===== src/logic/lcdsi_params.svh =====
// Register offsets, field positions and reset values of the display status block.
`ifndef LCDSI_PARAMS_SVH
`define LCDSI_PARAMS_SVH

// Byte offsets on the register bus.
`define LCDSI_OFF_CTRL    12'h000
`define LCDSI_OFF_STATUS  12'h004
`define LCDSI_OFF_BIAS    12'h008
`define LCDSI_OFF_FLAGS   12'h00c

// Control register fields.
`define LCDSI_CTRL_EN     0
`define LCDSI_CTRL_DUAL   1
`define LCDSI_CTRL_LDM    2
`define LCDSI_CTRL_BAM    3
`define LCDSI_CTRL_ERM    4
`define LCDSI_CTRL_W      5
`define LCDSI_CTRL_RST    5'h00

// Status register fields; bits above the last one are reserved.
`define LCDSI_ST_LDD      0
`define LCDSI_ST_BAU      1
`define LCDSI_ST_BER      2
`define LCDSI_ST_ABC      3
`define LCDSI_ST_IOL      4
`define LCDSI_ST_IUL      5
`define LCDSI_ST_IOU      6
`define LCDSI_ST_IUU      7
`define LCDSI_ST_OOL      8
`define LCDSI_ST_OUL      9
`define LCDSI_ST_OOU      10
`define LCDSI_ST_OUU      11
`define LCDSI_ST_W        12
`define LCDSI_ST_RST      12'h000

// Bias count field reset value.
`define LCDSI_BIAS_RST    8'h00

`endif


===== src/logic/lcdsi_pkg.sv =====
// Types shared by the display status block.
package lcdsi_pkg;

    // Controller run state, one-hot.
    typedef enum logic [2:0] {
        LCDSI_IDLE  = 3'b001,
        LCDSI_RUN   = 3'b010,
        LCDSI_DRAIN = 3'b100
    } lcdsi_state_t;

endpackage : lcdsi_pkg


===== src/logic/lcdsi_bias_counter.sv =====
// Counter of bias pin reversals that reports when the programmed count is used up.
`timescale 1ns/1ps

module lcdsi_bias_counter #(
    parameter int CNT_W = 8
) (
    input  wire logic             pclk,
    input  wire logic             presetn,
    input  wire logic             bias_pin,
    input  wire logic [CNT_W-1:0] api_field,
    input  wire logic             hold,
    output logic      [CNT_W-1:0] count,
    output logic                  zero_pulse
);

    logic             bias_prev_reg;
    logic [CNT_W-1:0] cnt_reg;
    logic             zero_reg;
    logic             toggle;

    // The pin is synchronous, so a change against last cycle is a reversal.
    assign toggle = bias_pin ^ bias_prev_reg;

    // Remember the pin level for reversal detection.
    always_ff @(posedge pclk or negedge presetn) begin
        if (!presetn) begin
            bias_prev_reg <= 1'b0;
        end else begin
            bias_prev_reg <= bias_pin;
        end
    end

    // A zero field switches counting off; the count holds at the field while the host owes a clear.
    always_ff @(posedge pclk or negedge presetn) begin
        if (!presetn) begin
            cnt_reg  <= '0;
            zero_reg <= 1'b0;
        end else begin
            zero_reg <= 1'b0;
            if (api_field == '0) begin
                cnt_reg <= '0;
            end else if (hold || cnt_reg == '0) begin
                cnt_reg <= api_field;                     // see [RL15]
            end else if (toggle) begin
                if (cnt_reg == {{(CNT_W-1){1'b0}}, 1'b1}) begin
                    cnt_reg  <= api_field;                // see [RL15]
                    zero_reg <= 1'b1;                     // see [RL14]
                end else begin
                    cnt_reg <= cnt_reg - 1'b1;            // see [RL13]
                end
            end
        end
    end

    assign count      = cnt_reg;
    assign zero_pulse = zero_reg;

endmodule : lcdsi_bias_counter


===== src/logic/lcdsi_status_irq.sv =====
// Status register, run control and interrupt request of the display controller.
//
// Notes on behaviour
// [RL1] Interrupt request stays high while any contributing status bit stays set.
// [RL2] Writing one clears a sticky status bit; writing zero leaves it alone.
// [RL3] Read-only flags change only by hardware; software writes are ignored.
// [RL4] The interrupt controller masks all requests from this block with its own bit.
// [RL5] Clearing enable lets the current frame finish before the controller stops.
// [RL6] After the last frame ends, stop, set disable-done, request if unmasked.
// [RL7] Reload current pointers from base on enable rise and at end of frame.
// [RL8] Base-update set after channel one reload, cleared by writing one, maskable.
// [RL9] In dual-panel mode base-update waits for both channel reloads.
// [RL10] A DMA bus error sets bus-error status, request if error mask clear.
// [RL11] A bus error does not stop the DMA; transfers continue.
// [RL12] Zero data of a failed read is passed on as ordinary data.
// [RL13] Nonzero bias field loads a counter decremented on each bias pin reversal.
// [RL14] Counter at zero sets bias-count status and requests, with no mask.
// [RL15] After zero the counter reloads and holds until bias-count status is cleared.
// [RL16] Dual-panel only: channel two write to full lower input FIFO sets status.
// [RL17] Dual-panel only: unpacker read of empty lower input FIFO sets status.
// [RL18] Any mode: channel one write to full upper input FIFO sets status.
// [RL19] Any mode: unpacker read of empty upper input FIFO sets status.
// [RL20] Dual-panel only: dither write to full lower output FIFO sets status.
// [RL21] Dual-panel only: pin driver read of empty lower output FIFO sets status.
// [RL22] Any mode: dither write to full upper output FIFO sets status.
// [RL23] Any mode: pin driver read of empty upper output FIFO sets status.
// [RL24] Reserved status bits ignore writes and read as zero.
// [RL25] Request is OR of set bits gated by their masks; bias-count is ungated.
`timescale 1ns/1ps

`include "lcdsi_params.svh"

module lcdsi_status_irq #(
    parameter int ADDR_W = 12,
    parameter int API_W  = 8,
    parameter int DATA_W = 32
) (
    input  wire logic              pclk,
    input  wire logic              presetn,
    input  wire logic              psel,
    input  wire logic              penable,
    input  wire logic              pwrite,
    input  wire logic [ADDR_W-1:0] paddr,
    input  wire logic [31:0]       pwdata,
    output logic      [31:0]       prdata,
    output logic                   pready,
    output logic                   pslverr,
    input  wire logic              frame_done,
    input  wire logic              ch1_at_end,
    input  wire logic              ch2_at_end,
    input  wire logic              dma_bus_error,
    input  wire logic              dma_rvalid,
    input  wire logic [DATA_W-1:0] dma_rdata,
    input  wire logic              bias_pin,
    input  wire logic              lower_in_full_write,
    input  wire logic              lower_in_empty_read,
    input  wire logic              upper_in_full_write,
    input  wire logic              upper_in_empty_read,
    input  wire logic              lower_out_full_write,
    input  wire logic              lower_out_empty_read,
    input  wire logic              upper_out_full_write,
    input  wire logic              upper_out_empty_read,
    output logic                   lcd_irq,
    output logic                   controller_active,
    output logic                   reload_ch1,
    output logic                   reload_ch2,
    output logic                   fetch_valid,
    output logic      [DATA_W-1:0] fetch_data
);

    logic [`LCDSI_CTRL_W-1:0] ctrl_reg;
    logic [`LCDSI_ST_W-1:0]   status_reg;
    logic [`LCDSI_ST_W-1:0]   status_set;
    logic [`LCDSI_ST_W-1:0]   status_w1c;
    logic [`LCDSI_ST_W-1:0]   irq_gate;
    logic [API_W-1:0]         api_reg;
    logic [API_W-1:0]         bias_cnt;
    lcdsi_pkg::lcdsi_state_t  st_reg;
    lcdsi_pkg::lcdsi_state_t  st_next;
    logic                     ready_reg;
    logic                     slverr_reg;
    logic [31:0]              rdata_reg;
    logic                     reload1_reg;
    logic                     reload2_reg;
    logic                     got1_reg;
    logic                     got2_reg;
    logic                     bau_set;
    logic                     done_pulse;
    logic                     start;
    logic                     bias_zero;
    logic                     fvalid_reg;
    logic [DATA_W-1:0]        fdata_reg;
    logic                     access;
    logic                     wr_en;
    logic                     mapped;
    logic                     enable_bit;
    logic                     dual;

    assign enable_bit = ctrl_reg[`LCDSI_CTRL_EN];
    assign dual       = ctrl_reg[`LCDSI_CTRL_DUAL];

    // Address decode; anything outside the four words answers with an error.
    assign access = psel & penable;
    assign mapped = (paddr == `LCDSI_OFF_CTRL) || (paddr == `LCDSI_OFF_STATUS) ||
                    (paddr == `LCDSI_OFF_BIAS) || (paddr == `LCDSI_OFF_FLAGS);
    assign wr_en  = access & ready_reg & pwrite & mapped;

    // One wait state gives registered read data without a combinational path to prdata.
    always_ff @(posedge pclk or negedge presetn) begin
        if (!presetn) begin
            ready_reg  <= 1'b0;
            slverr_reg <= 1'b0;
            rdata_reg  <= '0;
        end else begin
            ready_reg  <= access & ~ready_reg;
            slverr_reg <= access & ~ready_reg & ~mapped;
            if (access && !ready_reg) begin
                rdata_reg <= '0;
                if (!pwrite) begin
                    case (paddr)
                        `LCDSI_OFF_CTRL:   rdata_reg <= {27'h0000000, ctrl_reg};
                        `LCDSI_OFF_STATUS: rdata_reg <= {20'h00000, status_reg}; // see [RL24]
                        `LCDSI_OFF_BIAS:   rdata_reg <= {24'h000000, api_reg};
                        `LCDSI_OFF_FLAGS:  rdata_reg <= {16'h0000, bias_cnt, 6'h00,
                                                         st_reg[2], controller_active};
                        default:           rdata_reg <= '0;
                    endcase
                end
            end
        end
    end

    assign pready  = ready_reg;
    assign pslverr = slverr_reg;
    assign prdata  = rdata_reg;

    // Software-owned control fields; the flag word has no write path at all.
    always_ff @(posedge pclk or negedge presetn) begin
        if (!presetn) begin
            ctrl_reg <= `LCDSI_CTRL_RST;
            api_reg  <= `LCDSI_BIAS_RST;
        end else if (wr_en) begin
            if (paddr == `LCDSI_OFF_CTRL) begin
                ctrl_reg <= pwdata[`LCDSI_CTRL_W-1:0];
            end
            if (paddr == `LCDSI_OFF_BIAS) begin
                api_reg <= pwdata[API_W-1:0];
            end
        end
    end

    // Run control: enable seen high outside RUN can only follow a zero-to-one change, so it reloads.
    assign start      = (st_reg != lcdsi_pkg::LCDSI_RUN) & enable_bit;  // see [RL7]
    assign done_pulse = (st_reg == lcdsi_pkg::LCDSI_DRAIN) & ~enable_bit & frame_done;

    always_comb begin
        st_next = st_reg;
        case (st_reg)
            lcdsi_pkg::LCDSI_IDLE: begin
                if (enable_bit) begin
                    st_next = lcdsi_pkg::LCDSI_RUN;
                end
            end
            lcdsi_pkg::LCDSI_RUN: begin
                if (!enable_bit) begin
                    st_next = lcdsi_pkg::LCDSI_DRAIN;     // see [RL5]
                end
            end
            lcdsi_pkg::LCDSI_DRAIN: begin
                if (enable_bit) begin
                    st_next = lcdsi_pkg::LCDSI_RUN;
                end else if (frame_done) begin
                    st_next = lcdsi_pkg::LCDSI_IDLE;      // see [RL6]
                end
            end
            default: st_next = lcdsi_pkg::LCDSI_IDLE;
        endcase
    end

    always_ff @(posedge pclk or negedge presetn) begin
        if (!presetn) begin
            st_reg <= lcdsi_pkg::LCDSI_IDLE;
        end else begin
            st_reg <= st_next;
        end
    end

    // Read-only flag: driven by the state alone, never by a bus write.
    assign controller_active = (st_reg != lcdsi_pkg::LCDSI_IDLE); // see [RL3]

    // Pointer reload commands to the DMA address logic.
    always_ff @(posedge pclk or negedge presetn) begin
        if (!presetn) begin
            reload1_reg <= 1'b0;
            reload2_reg <= 1'b0;
        end else begin
            reload1_reg <= start | (controller_active & ch1_at_end);         // see [RL7]
            reload2_reg <= start | (controller_active & dual & ch2_at_end);  // see [RL7]
        end
    end

    assign reload_ch1 = reload1_reg;
    assign reload_ch2 = reload2_reg;

    // Collect reloads; in dual mode the update is reported only when both channels moved.
    always_comb begin
        if (dual) begin
            bau_set = (got1_reg | reload1_reg) & (got2_reg | reload2_reg); // see [RL9]
        end else begin
            bau_set = reload1_reg;                                         // see [RL8]
        end
    end

    always_ff @(posedge pclk or negedge presetn) begin
        if (!presetn) begin
            got1_reg <= 1'b0;
            got2_reg <= 1'b0;
        end else if (bau_set || !dual) begin
            got1_reg <= 1'b0;
            got2_reg <= 1'b0;
        end else begin
            got1_reg <= got1_reg | reload1_reg;
            got2_reg <= got2_reg | reload2_reg;
        end
    end

    lcdsi_bias_counter #(
        .CNT_W      (API_W)
    ) u_bias (
        .pclk       (pclk),
        .presetn    (presetn),
        .bias_pin   (bias_pin),
        .api_field  (api_reg),
        .hold       (status_reg[`LCDSI_ST_ABC]),  // see [RL15]
        .count      (bias_cnt),
        .zero_pulse (bias_zero)
    );

    // Hardware events; lower panel sources only count in dual mode.
    always_comb begin
        status_set                 = '0;
        status_set[`LCDSI_ST_LDD]  = done_pulse;                     // see [RL6]
        status_set[`LCDSI_ST_BAU]  = bau_set;                        // see [RL8]
        status_set[`LCDSI_ST_BER]  = dma_bus_error;                  // see [RL10]
        status_set[`LCDSI_ST_ABC]  = bias_zero;                      // see [RL14]
        status_set[`LCDSI_ST_IOL]  = dual & lower_in_full_write;     // see [RL16]
        status_set[`LCDSI_ST_IUL]  = dual & lower_in_empty_read;     // see [RL17]
        status_set[`LCDSI_ST_IOU]  = upper_in_full_write;            // see [RL18]
        status_set[`LCDSI_ST_IUU]  = upper_in_empty_read;            // see [RL19]
        status_set[`LCDSI_ST_OOL]  = dual & lower_out_full_write;    // see [RL20]
        status_set[`LCDSI_ST_OUL]  = dual & lower_out_empty_read;    // see [RL21]
        status_set[`LCDSI_ST_OOU]  = upper_out_full_write;           // see [RL22]
        status_set[`LCDSI_ST_OUU]  = upper_out_empty_read;           // see [RL23]
    end

    // Write-one-to-clear mask; bits of the reserved range are never looked at.
    assign status_w1c = (wr_en && paddr == `LCDSI_OFF_STATUS) ?
                        pwdata[`LCDSI_ST_W-1:0] : '0;                // see [RL2]

    // Each sticky bit: a set in the clearing cycle wins so no event is lost.
    for (genvar i = 0; i < `LCDSI_ST_W; i++) begin : g_status
        always_ff @(posedge pclk or negedge presetn) begin
            if (!presetn) begin
                status_reg[i] <= 1'b0;
            end else begin
                status_reg[i] <= status_set[i] | (status_reg[i] & ~status_w1c[i]); // see [RL2]
            end
        end
    end

    // Per-source enables; the bias count source has no mask.
    always_comb begin
        irq_gate                = {`LCDSI_ST_W{~ctrl_reg[`LCDSI_CTRL_ERM]}};
        irq_gate[`LCDSI_ST_LDD] = ~ctrl_reg[`LCDSI_CTRL_LDM];
        irq_gate[`LCDSI_ST_BAU] = ~ctrl_reg[`LCDSI_CTRL_BAM];
        irq_gate[`LCDSI_ST_ABC] = 1'b1;                              // see [RL25]
    end

    // Level request straight from the bits, so it falls in the cycle the last one clears.
    assign lcd_irq = |(status_reg & irq_gate);                       // see [RL1]

    // Fetched words pass on whether the bus errored or not; an error read brings zeros.
    always_ff @(posedge pclk or negedge presetn) begin
        if (!presetn) begin
            fvalid_reg <= 1'b0;
            fdata_reg  <= '0;
        end else begin
            fvalid_reg <= dma_rvalid;                                // see [RL11]
            if (dma_rvalid) begin
                fdata_reg <= dma_rdata;                              // see [RL12]
            end
        end
    end

    assign fetch_valid = fvalid_reg;
    assign fetch_data  = fdata_reg;

    // Checks kept beside the logic.
    chk_irq_drop: assert property (@(posedge pclk) disable iff (!presetn)
        (status_w1c != '0 && status_set == '0 && (status_reg & ~status_w1c & irq_gate) == '0)
        |=> !lcd_irq)                                                // see [RL1]
        else $error("Interrupt high with no enabled status bit.");

    chk_w1c_clears: assert property (@(posedge pclk) disable iff (!presetn)
        (wr_en && paddr == `LCDSI_OFF_STATUS && pwdata[`LCDSI_ST_BER] && !dma_bus_error)
        |=> !status_reg[`LCDSI_ST_BER])                              // see [RL2]
        else $error("Bus error status survived a write of one.");

    chk_zero_keeps: assert property (@(posedge pclk) disable iff (!presetn)
        (wr_en && paddr == `LCDSI_OFF_STATUS && !pwdata[`LCDSI_ST_IOU] &&
         status_reg[`LCDSI_ST_IOU]) |=> status_reg[`LCDSI_ST_IOU])   // see [RL2]
        else $error("Writing zero cleared a status bit.");

    chk_flag_ro: assert property (@(posedge pclk) disable iff (!presetn)
        (wr_en && paddr == `LCDSI_OFF_FLAGS && st_reg == lcdsi_pkg::LCDSI_RUN && enable_bit)
        |=> controller_active)                                       // see [RL3]
        else $error("A flag write changed the active flag.");

    chk_drain_holds: assert property (@(posedge pclk) disable iff (!presetn)
        (st_reg == lcdsi_pkg::LCDSI_RUN && !enable_bit && !frame_done)
        |=> controller_active [*1] ##0 (st_reg == lcdsi_pkg::LCDSI_DRAIN)) // see [RL5]
        else $error("Controller stopped before frame end.");

    chk_done_sets: assert property (@(posedge pclk) disable iff (!presetn)
        done_pulse |=> !controller_active && status_reg[`LCDSI_ST_LDD]) // see [RL6]
        else $error("Disable done not reported at frame end.");

    chk_start_reload: assert property (@(posedge pclk) disable iff (!presetn)
        $rose(enable_bit) |=> reload_ch1 && reload_ch2 ##1 status_reg[`LCDSI_ST_BAU]) // see [RL7]
        else $error("Enable rise did not reload both pointers.");

    chk_bau_dual: assert property (@(posedge pclk) disable iff (!presetn)
        (dual && reload_ch1 && !reload_ch2 && !got2_reg && !status_reg[`LCDSI_ST_BAU])
        |=> !status_reg[`LCDSI_ST_BAU])                              // see [RL9]
        else $error("Base update set before both channels reloaded.");

    chk_bus_error: assert property (@(posedge pclk) disable iff (!presetn)
        dma_bus_error |=> status_reg[`LCDSI_ST_BER] &&
        (lcd_irq || ctrl_reg[`LCDSI_CTRL_ERM]))                      // see [RL10]
        else $error("Bus error not recorded.");

    chk_bias_hold: assert property (@(posedge pclk) disable iff (!presetn)
        (status_reg[`LCDSI_ST_ABC] && api_reg != '0) |=> bias_cnt == $past(api_reg)) // see [RL15]
        else $error("Bias counter moved while status pending.");

    chk_bias_irq: assert property (@(posedge pclk) disable iff (!presetn)
        bias_zero |-> ##1 (status_reg[`LCDSI_ST_ABC] && lcd_irq))    // see [RL14]
        else $error("Bias count event raised no request.");

    chk_lower_gate: assert property (@(posedge pclk) disable iff (!presetn)
        (!dual && !status_reg[`LCDSI_ST_OUL]) |=> !status_reg[`LCDSI_ST_OUL]) // see [RL21]
        else $error("Lower panel status set in single mode.");

    chk_fetch_pass: assert property (@(posedge pclk) disable iff (!presetn)
        dma_rvalid |=> fetch_valid && fetch_data == $past(dma_rdata)) // see [RL12]
        else $error("Fetched word not passed on.");

endmodule : lcdsi_status_irq


===== config.mk =====
export PLATFORM = sky130hd
export DESIGN_NAME = lcdsi_status_irq
export DESIGN_NICKNAME = d
export VERILOG_FILES = /design/src/logic/lcdsi_pkg.sv /design/src/logic/lcdsi_bias_counter.sv /design/src/logic/lcdsi_status_irq.sv
export VERILOG_INCLUDE_DIRS = /design/src /design/src/logic
export SDC_FILE = /design/constraint.sdc
export NUM_CORES = 1
export LEC_CHECK = 0
export BUFFER_PORTS_ARGS = -buffer_cell sky130_fd_sc_hd__buf_2
export CORE_AREA = 5 5 101 112
export CTS_CLUSTER_DIAMETER = 40
export DETAILED_ROUTE_END_ITERATION = 12
export DIE_AREA = 0 0 106 117
export GPL_TIMING_DRIVEN = 0
export PLACE_DENSITY_LB_ADDON = 0.05
export SLEW_MARGIN = 20
export SYNTH_ARGS = -nofsm -noshare
export SYNTH_HDL_FRONTEND = slang
export SYNTH_SLANG_ARGS = --single-unit

===== constraint.sdc =====
create_clock -name pclk -period 1.8 [get_ports pclk]
set_input_delay 0.36 -clock pclk [delete_from_list [all_inputs] [get_ports pclk]]
set_output_delay 0.36 -clock pclk [all_outputs]
set_load 0.02 [all_outputs]

==> results.json <==
{
  "synth_top_area_share_pct": 53.6,
  "worstPathArrival_ps": 2240,
  "drc": 0,
  "dpl.hpwl_um": 8080,
  "synthFlopType": "dfrtp_1",
  "die_w_um": 106,
  "p_int_mw": 3.34,
  "fmax_ghz": 0.496,
  "hold_viol_final": 0,
  "drv_slew": 0,
  "synth.area.top_cells": "dfrtp_1, mux2_2, buf_4, mux2i_1, nand2_1",
  "rrSetupSlack_ps": -60,
  "rows": 39,
  "postLayoutCellArea_um2": 5770,
  "p_sw_mw": 1.13,
  "antenna_found_initial": 0,
  "area_growth_pct": 34.4,
  "syn_inst": 370,
  "period_minus_slack_ps": 2020,
  "dieHeight_um": 117,
  "postRouteAntennaNets": 0,
  "r2r-start": "pready",
  "htreeDepth": 3,
  "swShare_pct": 25.3,
  "synthArstFlopShare_pct": 100,
  "io_pins": 166,
  "start_util_pct": 42.3,
  "wire_per_inst_um": 16.1,
  "relSlewSlack_pct": 59.2,
  "grt_use_total_pct": 17.9,
  "yosysTopAreaCell": "dfrtp_1",
  "antenna_cells": 0,
  "p_clk_share_pct": 38.7,
  "crit_required_ps": 2020,
  "cp-endpoint": "ctrl_reg[0]",
  "synth_warnings": 0,
  "vias": 3375,
  "drive_above_1_share_pct": 45.7,
  "avgSynthCellArea_um2": 11.6,
  "nets": 631,
  "ys_types": 54,
  "cts_tree": "yes",
  "place_congestion": 0.851,
  "p_comb_share_pct": 12.0,
  "cts-root-buf": "clkbuf_16",
  "powerDensity_nw_per_um2": 774,
  "hold_path.class": "input pin to register",
  "critPathCaptureType": "register",
  "grt_pass1_wl_um": 17600,
  "io_buffers": 127,
  "tightestPinTransition_ps": 612,
  "power.total_mw": 4.47,
  "viasPerCell": 5.11,
  "clk_latency_ps": 340,
  "first_pass_iters": 4,
  "p_leak_nw": 2.73,
  "setup_viol_count_final": 26,
  "synth_edf_count": 0,
  "ys_ff_latch": 93,
  "fin_skew_ps": 8.86,
  "grt_max_degree": 76,
  "violations": "setup timing",
  "coreArea_um2": 10100,
  "vdd_drop_max_mv": 0.362,
  "seq_area_frac_synth_pct": 54.2,
  "status": "complete, but fails checks",
  "wirelength_um": 10700,
  "max-cap-violations": 0,
  "r2r_end": "ctrl_reg[0]",
  "ctsLongestPathBuffers": 2,
  "synth_area_um2": 4300,
  "final_util_pct": 56.9,
  "criticalPathCategory": "input pin to register",
  "cts.clk_slew.worst_paths_ps": 70,
  "placedInstanceArea_um2": 5250,
  "finalCritPeriodShare_pct": 112,
  "grt_pass1_vias": 3409,
  "synth_common_cells": "dfrtp_1, mux2_2, nand2_1",
  "yosysMostFrequentCell": "dfrtp_1",
  "cts.sinks": 93,
  "numCtsBuffers": 9,
  "grt.overflow.total": 0,
  "dieArea_um2": 12400,
  "drtIter0Drc": 242,
  "seq_power_share_pct": 49.3,
  "largest_reg_flops": 32,
  "setup_ws_ps": -216,
  "startpoint_type": "input pin",
  "n_fill_cell": 900,
  "grt_setup_unrepaired": "yes",
  "setup.worst_path.start": "paddr[1]",
  "crit_fanout": 5,
  "reg2reg_depth": 4
}
worst max-delay path, cell delays in order:
cell and delay (ps):
buf_6 90, or4_4 520, or4_4 530, or3_4 420, mux2_4 320
final cells by class:
| cell class | instances | area (µm²) | area share (%) |
|---|---|---|---|
| Inverter | 14 | 52.6 | 0.910 |
| Clock buffer | 11 | 233 | 4.03 |
| Tap cell | 123 | 154 | 2.67 |
| Sequential cell | 93 | 2330 | 40.4 |
| Buffer | 29 | 179 | 3.10 |
| Clock inverter | 5 | 37.5 | 0.650 |
| Timing Repair Buffer | 138 | 795 | 13.8 |
| Multi-Input combinational cell | 248 | 1990 | 34.5 |
worst min-delay path by stage:
stage | start | endpoint | slack (ps) | depth (start not counted)
floorplan | presetn | api_reg[0] | 60 | 0
global placement | got1_reg | got2_reg | 450 | 1
detailed placement | presetn | fetch_data[4] | 210 | 1
CTS | dma_rvalid | fetch_valid | 140 | 1
global route | dma_rvalid | fetch_valid | 140 | 1
finish | dma_rvalid | fetch_valid | 150 | 1
layer usage:
layer,part of all wire [%],track usage (%),up-vias
li1,-,-,1654
met1,46,23.9,1606
met2,47,29.3,106
met3,6.0,3.73,9
met4,1.2,6.56,0
met5,0,0,-
power by group through the flow:
| stage | Sequential, mW | Combinational, mW | Clock (mW) |
|---|---|---|---|
| 4_1_cts | 2.20 | 0.540 | 1.77 |
| 6_report | 2.20 | 0.538 | 1.73 |
| 2_1_floorplan | 2.34 | 0.191 | 0 |
| 5_1_grt | 2.21 | 0.590 | 1.87 |
| 3_3_place_gp | 2.24 | 0.520 | 0 |
| 3_5_place_dp | 2.24 | 0.535 | 0 |
kinds of logic after synthesis:
| logic type | share of synthesized area (%) |
|---|---|
| fa+ha+maj | 0.874 |
| simple gates | 11.4 |
| mux | 15.6 |
| buf+inv | 5.45 |
| other cells | 0.0873 |
| compound gates | 12.1 |
| flops | 54.2 |
| xor+xnor | 0.204 |
metrics by stage:
step | hold WS, ps | instances | TNS, ps | setup WS [ps]
after floorplan | 64.4 | 385 | -11550 | -471
after global placement | 447 | 635 | -77480 | -1070
after detailed placement | 209 | 636 | -25090 | -696
after CTS | 137 | 658 | -5610 | -300
after global routing | 143 | 661 | -4510 | -285
final | 151 | 661 | -3630 | -216
cells in the final DEF, fill, tap and decap left out, types with 5 or more instances in the layout:
cell type	n
a21oi_1	15
a31oi_1	10
buf_2	123
buf_4	22
buf_6	6
clkbuf_1	8
clkbuf_16	9
conb_1	16
dfrtp_1	90
inv_1	14
mux2_2	32
mux2_4	13
mux2i_1	10
nand2_1	21
nand2b_1	5
nor2_1	20
nor2b_1	8
o21ai_0	8
o22ai_1	6
timing repair:
action | CTS | global route
endpoints found under the setup margin | 43 | 40
pin swaps | 2 | 12
resized for setup | 14 | 29
endpoints found under the hold margin | 18 | 0
hold buffers | 1 | 0
buffers inserted | 5 | 4
(Power assumes the default switching activity.)
